--- src/rtl/apc_params.svh ---
`ifndef APC_PARAMS_SVH
`define APC_PARAMS_SVH
// ----------------------------------------------------------------------------
// codeword layout
// ----------------------------------------------------------------------------
`define APC_CW_W        21
`define APC_INFO_W      15
`define APC_CHK_W       6
`define APC_BUS_W       16
`define APC_CW_RSV_LO   10
`define APC_CW_SEQ_LO   13
`define APC_CW_CHK_LO   15
`define APC_BUS_CHK_LO  10
// ----------------------------------------------------------------------------
// check-bit xor masks over codeword bits 14..0
// ----------------------------------------------------------------------------
`define APC_MASK0       15'h2CEF
`define APC_MASK1       15'h59DE
`define APC_MASK2       15'h1F53
`define APC_MASK3       15'h3EA6
`define APC_MASK4       15'h7D4C
`define APC_MASK5       15'h5677
// ----------------------------------------------------------------------------
// reset values
// ----------------------------------------------------------------------------
`define APC_SEQ_RST     2'h0
`define APC_CHK_EN_RST  1'b0
`define APC_EN_LAST_RST 1'b1
`endif

--- src/rtl/apc_pkg.sv ---
`include "apc_params.svh"
package apc_pkg;
  typedef logic [1:0]  apc_seq_t;
  typedef logic [5:0]  apc_chk_t;
  typedef logic [14:0] apc_info_t;
  typedef enum logic [3:0] {
    APC_PH_IDLE   = 4'h1,
    APC_PH_CMD    = 4'h2,
    APC_PH_MSG    = 4'h4,
    APC_PH_STATUS = 4'h8
  } apc_phase_t;

  function automatic apc_chk_t apc_check(input apc_info_t cw);
    apc_chk_t c;
    c[0] = ^(cw & `APC_MASK0);
    c[1] = ^(cw & `APC_MASK1);
    c[2] = ^(cw & `APC_MASK2);
    c[3] = ^(cw & `APC_MASK3);
    c[4] = ^(cw & `APC_MASK4);
    c[5] = ^(cw & `APC_MASK5);
    return c;
  endfunction
endpackage

--- src/rtl/apc_link_if.sv ---
`timescale 1ns/100ps
interface apc_link_if;
  logic [15:0] db_tx;
  logic        strobe_tx;
  logic        run_start;
  modport sender   (output db_tx, output strobe_tx, output run_start);
  modport receiver (input db_tx, input strobe_tx, input run_start);
endinterface

--- src/rtl/apc_rx_end.sv ---
`timescale 1ns/100ps
`include "apc_params.svh"
module apc_rx_end
  import apc_pkg::*;
(
  // clock and reset
  input  wire logic       clock_i,
  input  wire logic       resetn_i,
  input  wire logic       ce_i,
  // mode control
  input  wire logic       wide_i,
  input  wire logic       enable_i,
  input  wire logic       port_reset_i,
  input  wire logic       xcvr_change_i,
  input  wire logic       iu_xfer_i,
  input  wire apc_phase_t phase_i,
  // link
  apc_link_if.receiver    link,
  // user side
  output logic            valid_o,
  output logic [7:0]      byte_o,
  output logic            err_o,
  output logic            chk_en_o
);
  // --------------------------------------------------------------------------
  // declarations
  // --------------------------------------------------------------------------
  // one xor mask per check bit; mask i picks the codeword bits of check bit i
  localparam logic [5:0][14:0] CHK_MASK = {
    `APC_MASK5,
    `APC_MASK4,
    `APC_MASK3,
    `APC_MASK2,
    `APC_MASK1,
    `APC_MASK0
  };

  logic [15:0] db_s1_reg;
  logic [15:0] db_s2_reg;
  logic        stb_s1_reg;
  logic        stb_s2_reg;
  logic        stb_s3_reg;
  logic        rs_s1_reg;
  logic        rs_s2_reg;
  logic        en_last_reg;
  apc_seq_t    run_word_counter_reg;
  apc_info_t   cw;
  apc_chk_t    syn;
  logic        take;
  logic        bad;
  logic        protected_ph;
  logic        err_next;

  // --------------------------------------------------------------------------
  // phase qualifier
  // --------------------------------------------------------------------------
  // data phases never reach this block; idle stands in for them
  assign protected_ph = (phase_i != APC_PH_IDLE);

  // --------------------------------------------------------------------------
  // pin synchronisers
  // --------------------------------------------------------------------------
  // data lines only move with a new strobe, so both stages hold a settled word
  always_ff @(posedge clock_i) begin
    if (!resetn_i) begin
      db_s1_reg <= 16'h0000;
      db_s2_reg <= 16'h0000;
    end else if (ce_i) begin
      db_s1_reg <= link.db_tx;
      db_s2_reg <= db_s1_reg;
    end
  end

  always_ff @(posedge clock_i) begin
    if (!resetn_i) begin
      stb_s1_reg <= 1'b0;
      stb_s2_reg <= 1'b0;
      stb_s3_reg <= 1'b0;
    end else if (ce_i) begin
      stb_s1_reg <= link.strobe_tx;
      stb_s2_reg <= stb_s1_reg;
      stb_s3_reg <= stb_s2_reg;
    end
  end

  always_ff @(posedge clock_i) begin
    if (!resetn_i) begin
      rs_s1_reg <= 1'b0;
      rs_s2_reg <= 1'b0;
    end else if (ce_i) begin
      rs_s1_reg <= link.run_start;
      rs_s2_reg <= rs_s1_reg;
    end
  end

  // one word per strobe pulse; strobes on adjacent cycles would merge into one
  assign take = stb_s2_reg && !stb_s3_reg;

  // --------------------------------------------------------------------------
  // codeword capture
  // --------------------------------------------------------------------------
  // the sequence bits never travel on the wires; this end's own count stands in
  always_comb begin
    cw        = '0;
    cw[7:0]   = db_s2_reg[7:0];
    cw[9:8]   = db_s2_reg[9:8];
    cw[12:10] = 3'h0;
    cw[14:13] = rs_s2_reg ? `APC_SEQ_RST : run_word_counter_reg;
  end

  // --------------------------------------------------------------------------
  // check bits and syndrome
  // --------------------------------------------------------------------------
  genvar gi;
  generate
    for (gi = 0; gi < `APC_CHK_W; gi = gi + 1) begin : g_syn
      assign syn[gi] = (^(cw & CHK_MASK[gi])) ^ db_s2_reg[`APC_BUS_CHK_LO + gi];
    end
  endgenerate

  // a slipped run counter lands here as an ordinary code mismatch
  assign bad = |syn;

  // --------------------------------------------------------------------------
  // run counter
  // --------------------------------------------------------------------------
  always_ff @(posedge clock_i) begin
    if (!resetn_i) begin
      run_word_counter_reg <= `APC_SEQ_RST;
    end else if (ce_i) begin
      if (take && protected_ph) begin
        run_word_counter_reg <= cw[14:13] + 2'h1;
      end else if (rs_s2_reg) begin
        run_word_counter_reg <= `APC_SEQ_RST;
      end
    end
  end

  // --------------------------------------------------------------------------
  // checking enable
  // --------------------------------------------------------------------------
  // reset leaves this high, so an enable held through a reset does not re-arm
  // checking; a fresh enable request is needed after every disabling event
  always_ff @(posedge clock_i) begin
    if (!resetn_i) begin
      en_last_reg <= `APC_EN_LAST_RST;
    end else if (ce_i) begin
      en_last_reg <= enable_i;
    end
  end

  always_ff @(posedge clock_i) begin
    if (!resetn_i) begin
      chk_en_o <= `APC_CHK_EN_RST;
    end else if (ce_i) begin
      if (port_reset_i || xcvr_change_i) begin
        chk_en_o <= 1'b0;
      end else if (!enable_i || !wide_i) begin
        chk_en_o <= 1'b0;
      end else if (!en_last_reg) begin
        chk_en_o <= 1'b1;
      end
    end
  end

  // --------------------------------------------------------------------------
  // byte delivery
  // --------------------------------------------------------------------------
  always_comb begin
    err_next = 1'b0;
    if (take && protected_ph && !iu_xfer_i) begin
      err_next = bad && chk_en_o;
    end
  end

  always_ff @(posedge clock_i) begin
    if (!resetn_i) begin
      valid_o <= 1'b0;
      err_o   <= 1'b0;
    end else if (ce_i) begin
      valid_o <= take;
      err_o   <= err_next;
    end
  end

  // byte lines hold the last word between transfers
  always_ff @(posedge clock_i) begin
    if (!resetn_i) begin
      byte_o <= 8'h00;
    end else if (ce_i && take) begin
      byte_o <= db_s2_reg[7:0];
    end
  end
endmodule

--- src/flat_wrapper.sv ---
// flat-port wrapper written by rule: the top's interface ports become plain ports
module apc_rx_end_flat import apc_pkg::*;
  (clock_i, resetn_i, ce_i, wide_i, enable_i, port_reset_i, xcvr_change_i, iu_xfer_i, phase_i, valid_o, byte_o, err_o, chk_en_o, link_db_tx, link_strobe_tx, link_run_start);
  apc_link_if link_i ();
  input  wire logic clock_i;
  input  wire logic resetn_i;
  input  wire logic ce_i;
  input  wire logic wide_i;
  input  wire logic enable_i;
  input  wire logic port_reset_i;
  input  wire logic xcvr_change_i;
  input  wire logic iu_xfer_i;
  input  wire apc_phase_t phase_i;
  output logic valid_o;
  output logic [7:0] byte_o;
  output logic err_o;
  output logic chk_en_o;
  input wire logic [$bits(link_i.db_tx)-1:0] link_db_tx;
  input wire logic [$bits(link_i.strobe_tx)-1:0] link_strobe_tx;
  input wire logic [$bits(link_i.run_start)-1:0] link_run_start;
  assign link_i.db_tx = link_db_tx;
  assign link_i.strobe_tx = link_strobe_tx;
  assign link_i.run_start = link_run_start;
  apc_rx_end u_core (.clock_i(clock_i), .resetn_i(resetn_i), .ce_i(ce_i), .wide_i(wide_i), .enable_i(enable_i), .port_reset_i(port_reset_i), .xcvr_change_i(xcvr_change_i), .iu_xfer_i(iu_xfer_i), .phase_i(phase_i), .link(link_i), .valid_o(valid_o), .byte_o(byte_o), .err_o(err_o), .chk_en_o(chk_en_o));
endmodule
--- config.mk ---
export PLATFORM = sky130hd
export DESIGN_NAME = apc_rx_end_flat
export DESIGN_NICKNAME = d
export VERILOG_FILES = /design/src/rtl/apc_pkg.sv /design/src/rtl/apc_link_if.sv /design/src/rtl/apc_rx_end.sv /design/src/flat_wrapper.sv
export VERILOG_INCLUDE_DIRS = /design/src /design/src/rtl
export SDC_FILE = /design/constraint.sdc
export NUM_CORES = 1
export LEC_CHECK = 0
export CORE_MARGIN = 3
export CORE_UTILIZATION = 56
export DETAILED_ROUTE_END_ITERATION = 8
export DONT_BUFFER_PORTS = 1
export PLACE_DENSITY_LB_ADDON = 0.12
export SLEW_MARGIN = 20
export SYNTH_ARGS = -nofsm -noshare
export SYNTH_HDL_FRONTEND = slang
export SYNTH_SLANG_ARGS = --single-unit
--- constraint.sdc ---
create_clock -name clock_i -period 1.6 [get_ports clock_i]
set_input_delay 0.16 -clock clock_i [delete_from_list [all_inputs] [get_ports clock_i]]
set_output_delay 0.16 -clock clock_i [all_outputs]
set_load 0.005 [all_outputs]
=== Yosys cells after proc, flatten, opt, wreduce, memory -nomap -nowiden ===
Cells that the tools add are included.

* Add/sub/neg operators: 1
* $mul: 0
* Div/mod/pow operators: 0
* Magnitude comparators: 0
* Equal/unequal tests: 2
* Shifts and indexed selects: 0
* Multiplexer cells: 6
* Bitwise logic cells: 6
* Reduce and logical (&&, ||, !) cells: 19

{| class="wikitable"
|+ Operator list
! cell !! count
|-
| 15-bit parity || 6
|-
| 6-bit OR reduction || 1
|-
| 1-bit bitwise XOR || 6
|-
| 1-bit logical AND || 5
|-
| 1-bit logical NOT || 4
|-
| 1-bit 2-to-1 mux || 4
|-
| 2-bit 2-to-1 mux || 2
|-
| 4-bit by 1-bit != test with 1-bit output (second input constant) || 1
|-
| 3-bit != test (second input constant) || 1
|-
| 2-bit by 1-bit adder with 2-bit output (second input constant) || 1
|-
| 1-bit logical OR || 2
|-
| 2-bit AND reduction || 1
|}

* Register bits: 51
* Latch bits: 0
* Bits in writable memories: 0
* Memory bits (read-only): 0
* Output and inout bits: 11
* Memories: 0

=== Longest topological paths before layout ===
* Depth in word-level cells: 6
* Mapped depth: 7

=== Least setup slack after synthesis ===
No wires, ideal clock.

* Kind: register -> register
* Start: reg u_core.rs_s2_reg
* End: reg u_core.err_o
* Setup time: 0.128 ns
* Arrival time: 1.466 ns
* Slack: 0.006 ns
* Cell stages (with the launch flop): 7
* Path buffers: 0
* Clock period less this slack: 1.594 ns
* Cells stage by stage: dfxtp_1 > nand2b_1 > xor2_1 > xnor2_2 > o21ai_0 > a2111oi_2 > a31oi_1

* Word-level cells in the longest chain between the ends: 6
* Elaborated cells between the ends (all ways): 14
* Those cells by class: 2 x mux; 5 x bitwise; 7 x reduce/logical

{| class="wikitable"
|+ RTL lines
! element !! RTL line !! source
|-
| from (decl) || apc_rx_end.sv:44 || <nowiki>logic rs_s2_reg;</nowiki>
|-
| from (signal assigned) || apc_rx_end.sv:92 || <nowiki>rs_s2_reg <= rs_s1_reg;</nowiki>
|-
| 2-bit 2-to-1 mux (*) || apc_rx_end.sv:108 || <nowiki>cw[14:13] = rs_s2_reg ? `APC_SEQ_RST : run_word_counter_reg;</nowiki>
|-
| 15-bit parity || apc_rx_end.sv:117 || <nowiki>assign syn[gi] = (^(cw & CHK_MASK[gi])) ^ db_s2_reg[`APC_BUS_CHK_LO + gi];</nowiki>
|-
| 1-bit bitwise XOR || apc_rx_end.sv:117 ||
|-
| 6-bit OR reduction (*) || apc_rx_end.sv:122 || <nowiki>assign bad = |syn;</nowiki>
|-
| 1-bit logical AND (*) || apc_rx_end.sv:172 || <nowiki>err_next = bad && chk_en_o;</nowiki>
|-
| 1-bit 2-to-1 mux (*) || apc_rx_end.sv:171 || <nowiki>if (take && protected_ph && !iu_xfer_i) begin</nowiki>
|-
| to (signal assigned) || apc_rx_end.sv:182 || <nowiki>err_o <= err_next;</nowiki>
|-
| to (decl) || apc_rx_end.sv:22 || <nowiki>output logic err_o,</nowiki>
|}

Every way passes the cells marked *; elsewhere a longest branch is shown, timed or not.
A chain may end at the register's enable or synchronous reset.

=== Final worst setup path ===
* Start: reg u_core.run_word_counter_reg[1]
* End: reg u_core.err_o

* Word-level cells in the longest chain between the ends: 6
* Elaborated cells between the ends (all ways): 10
* Those cells by class: 2 x mux; 3 x bitwise; 5 x reduce/logical

{| class="wikitable"
|+ RTL lines
! element !! RTL line !! source
|-
| from (decl) || apc_rx_end.sv:46 || <nowiki>apc_seq_t run_word_counter_reg;</nowiki>
|-
| from (signal assigned) || apc_rx_end.sv:129 || <nowiki>run_word_counter_reg <= `APC_SEQ_RST;</nowiki>
|-
| from (signal assigned) || apc_rx_end.sv:132 || <nowiki>run_word_counter_reg <= cw[14:13] + 2'h1;</nowiki>
|-
| from (signal assigned) || apc_rx_end.sv:134 || <nowiki>run_word_counter_reg <= `APC_SEQ_RST;</nowiki>
|-
| 2-bit 2-to-1 mux (*) || apc_rx_end.sv:108 ||
|-
| 15-bit parity || apc_rx_end.sv:117 ||
|-
| 1-bit bitwise XOR || apc_rx_end.sv:117 ||
|-
| 6-bit OR reduction (*) || apc_rx_end.sv:122 ||
|-
| 1-bit logical AND (*) || apc_rx_end.sv:172 ||
|-
| 1-bit 2-to-1 mux (*) || apc_rx_end.sv:171 ||
|}

Marked as above.

==> reports/metrics.csv <==
stage,metric,value,unit
floorplanning,full die area,4890,µm²
detailed_routing,post-DR vias/cell,5.21,
worst_setup_path,CP arrival,1.76,ns
logic_synthesis,Mean Syn Cell Area,10.2,µm²
floorplanning,Cell Rows,22,
worst_setup_path,Crit. End Element,register,
job,max-cap viol count,0,
power_and_ir_drop,switching share of power,22.7,%
power_and_ir_drop,clock share of power,32.8,%
detailed_routing,Wirelength per Cell,15.4,µm
place,DPL Wire Length,2910,µm
logic_synthesis,most frequent cell after synthesis,dfxtp_1,
final_layout,ANT cells,0,
power_and_ir_drop,maximum vdd drop,802,µV
power_and_ir_drop,sequential share of power,55.7,%
floorplanning,Die Ht,69.9,µm
logic_synthesis,Synth Warn #,0,
logic_synthesis,Yosys cell types,25,
place,Post-DP Area,2350,µm²
power_and_ir_drop,Int Power,1.87,mW
final_layout,footprint of the multi-input gates,1250,µm²
logic_synthesis,Async SR Flop Fraction,0,%
cts,TritonCTS clock tree,done,
global_route,largest net degree at the start of global routing,48,
cts,"Clk Latency, worst-skew pair",0.31,ns
worst_setup_path,critical path launch point type,register,
sta,setup violators final,0,
floorplanning,I/O pin count,41,
sta,RSZ-0062 raised after global routing,true,
final_layout,Final #Nets,264,
detailed_routing,Remaining DRCs,0,
cts,Clock Tree Buf Depth,2,
cts,CTS Buf Count,5,
logic_synthesis,"top cells by count, synth","51 x dfxtp_1, 40 x nor2b_1, 37 x mux2i_1",
logic_synthesis,Yosys top cell area share,44.6,%
final_layout,sequential cell area,1030,µm²
sta,Worst-Margin Slew,0.486,ns
final_layout,fin area,2570,µm²
global_route,initial antenna violation count,0,
cts,TritonCTS sink count,51,
detailed_routing,1st-iter DRT viols,77,
sta,Final TNS setup,0,ns
worst_setup_path,CP required,1.79,ns
worst_setup_path,CP Class,reg2reg,
sta,Rel. slew slack,67.5,%
logic_synthesis,dominant cell type by area after synthesis,dfxtp_1,
place,Placer Congestion,0.801,
worst_setup_path,"critical path fanouts, max",4,
place,# port buffers,0,
power_and_ir_drop,switching power,0.551,mW
detailed_routing,Vias,1475,
logic_synthesis,Post-synth top flop,dfxtp_1,
final_layout,fraction of layout cells with a size suffix above 1,14.5,%
sta,final worst path period need,1.57,ns
floorplanning,Die W,69.9,µm
logic_synthesis,Yosys reg bits,51,
final_layout,fill count,300,
sta,Max Freq,0.636,GHz
logic_synthesis,Mapped Area,2290,µm²
power_and_ir_drop,Gate power share,11.5,%
logic_synthesis,cell count after synthesis,224,
sta,final hold viol count,0,
detailed_routing,drt total wl,4350,µm
status,status,"complete, no violations",
logic_synthesis,post-synthesis sequential area ratio,44.6,%
global_route,vias in the first global route,1494,
sta,period utilization,98.2,%
place,DP Cell Count,268,
detailed_routing,Final ANT Viol Nets,0,
power_and_ir_drop,PD cells,942,nW/µm²
final_layout,Area Overhead vs Synth,12.4,%
global_route,GRT overflow,0,
logic_synthesis,"top cells by area, synth","dfxtp_1 45%, mux2i_1 16%, nor2b_1 11%",
cts,clock slew seen by the registers of the worst setup and hold paths,0.08,ns
cts,H-tree Lvls,2,
floorplanning,Core Box Area,3800,µm²
final_layout,"non-filler cells, final",283,
worst_hold_path,Hold Path Class,in2reg,
logic_synthesis,Syn Nets,254,
logic_synthesis,Post-synth EDFFs,0,
global_route,first-pass GRT wire length,7300,µm
sta,Clock Skews,0.00445,ns
floorplanning,initial cell density of the core,60.3,%
global_route,GRT Overall Usage,18.7,%
sta,final slew viol count,0,
cts,root buf cell,clkbuf_8,
power_and_ir_drop,Lkg Pwr,1.01,nW
detailed_routing,drt first pass iters,4,
==> cell families after synthesis <==
group | share of synthesized area (%)
buf+inv | 2.62
simple gates | 18.4
xor+xnor | 12.0
mux | 16.2
compound gates | 6.23
flops | 44.6
==> per-layer routing <==
| metal | global-route usage [%] | wire length, µm | vias up |
|---|---|---|---|
| met4 | 6.38 | 91 | 0 |
| met2 | 29.3 | 2010 | 40 |
| met5 | 0 | 0 | - |
| li1 | - | - | 755 |
| met1 | 24.0 | 2000 | 673 |
| met3 | 6.62 | 247 | 7 |
==> metrics by stage <==
| stage | hold slack (ns) | power, mW | setup slack, ns | util [%] |
|---|---|---|---|---|
| 2_1_floorplan | 0.288 | 1.61 | 0.00572 | - |
| 3_3_place_gp | 0.230 | 1.60 | 0.0436 | 61.9 |
| 3_5_place_dp | 0.230 | 1.62 | -0.0205 | 61.9 |
| 4_1_cts | 0.00267 | 2.43 | 0.00365 | 66.3 |
| 5_1_grt | 0.00579 | 2.55 | -0.0336 | 67.8 |
| 6_report | 0.0241 | 2.43 | 0.0281 | 67.8 |
==> worst paths after layout <==
kind	cells after the start	startpoint	to	slack [ns]
worst max register to register	6	u_core.run_word_counter_reg[1]	u_core.err_o	0.03
worst min register to register	2	u_core.byte_o[1]	u_core.byte_o[1]	0.49
worst min-delay path	2	link_db_tx[14]	u_core.db_s1_reg[14]	0.02
worst max-delay path	6	u_core.run_word_counter_reg[1]	u_core.err_o	0.03
==> power groups by stage <==
| stage | Clock (mW) | Combinational (mW) | Sequential (mW) |
|---|---|---|---|
| 4_1_cts | 0.813 | 0.271 | 1.35 |
| 3_3_place_gp | 0 | 0.227 | 1.38 |
| 2_1_floorplan | 0 | 0.241 | 1.37 |
| 3_5_place_dp | 0 | 0.240 | 1.38 |
| 6_report | 0.795 | 0.279 | 1.35 |
| 5_1_grt | 0.886 | 0.304 | 1.36 |
==> cells in the final DEF (no fill, tap or decap), types with 3 or more instances in the layout <==
cell type | synthesis | final
a21boi_0 | 10 | 10
buf_4 | 0 | 9
clkbuf_8 | 0 | 7
dfxtp_1 | 51 | 46
dfxtp_2 | 0 | 4
dlygate4sd3_1 | 0 | 5
mux2i_1 | 37 | 37
nand2_1 | 20 | 20
nand2b_1 | 4 | 3
nor2_1 | 3 | 3
nor2b_1 | 40 | 40
o21ai_0 | 4 | 3
xnor2_1 | 18 | 16
xnor2_2 | 3 | 5
xor2_1 | 6 | 4
xor2_2 | 1 | 3
==> timing repair <==
action / CTS / global route
hold buffers: 5 / 1
setup buffers: 1 / 0
pin swaps: 1 / 6
cloned: 0 / 0
endpoints found under the setup margin: 1 / 1
resized for setup: 3 / 9
hold endpoints to repair: 47 / 1
==> worst max-delay path, cell delays in order (launching register included) <==
cell and delay (ns):
dfxtp_2 0.34, nor2b_1 0.14, xnor2_1 0.29, xnor2_1 0.20, xnor2_1 0.15, a2111oi_2 0.23, a31oi_1 0.11
==> cell type report <==
type | instances | share of cell area, %
Clock buffer | 8 | 3.89
Multi-Input combinational cell | 161 | 48.4
Sequential cell | 51 | 40.0
Tap cell | 48 | 2.33
Timing Repair Buffer | 15 | 5.35
Power figures use the tool's default switching activity.
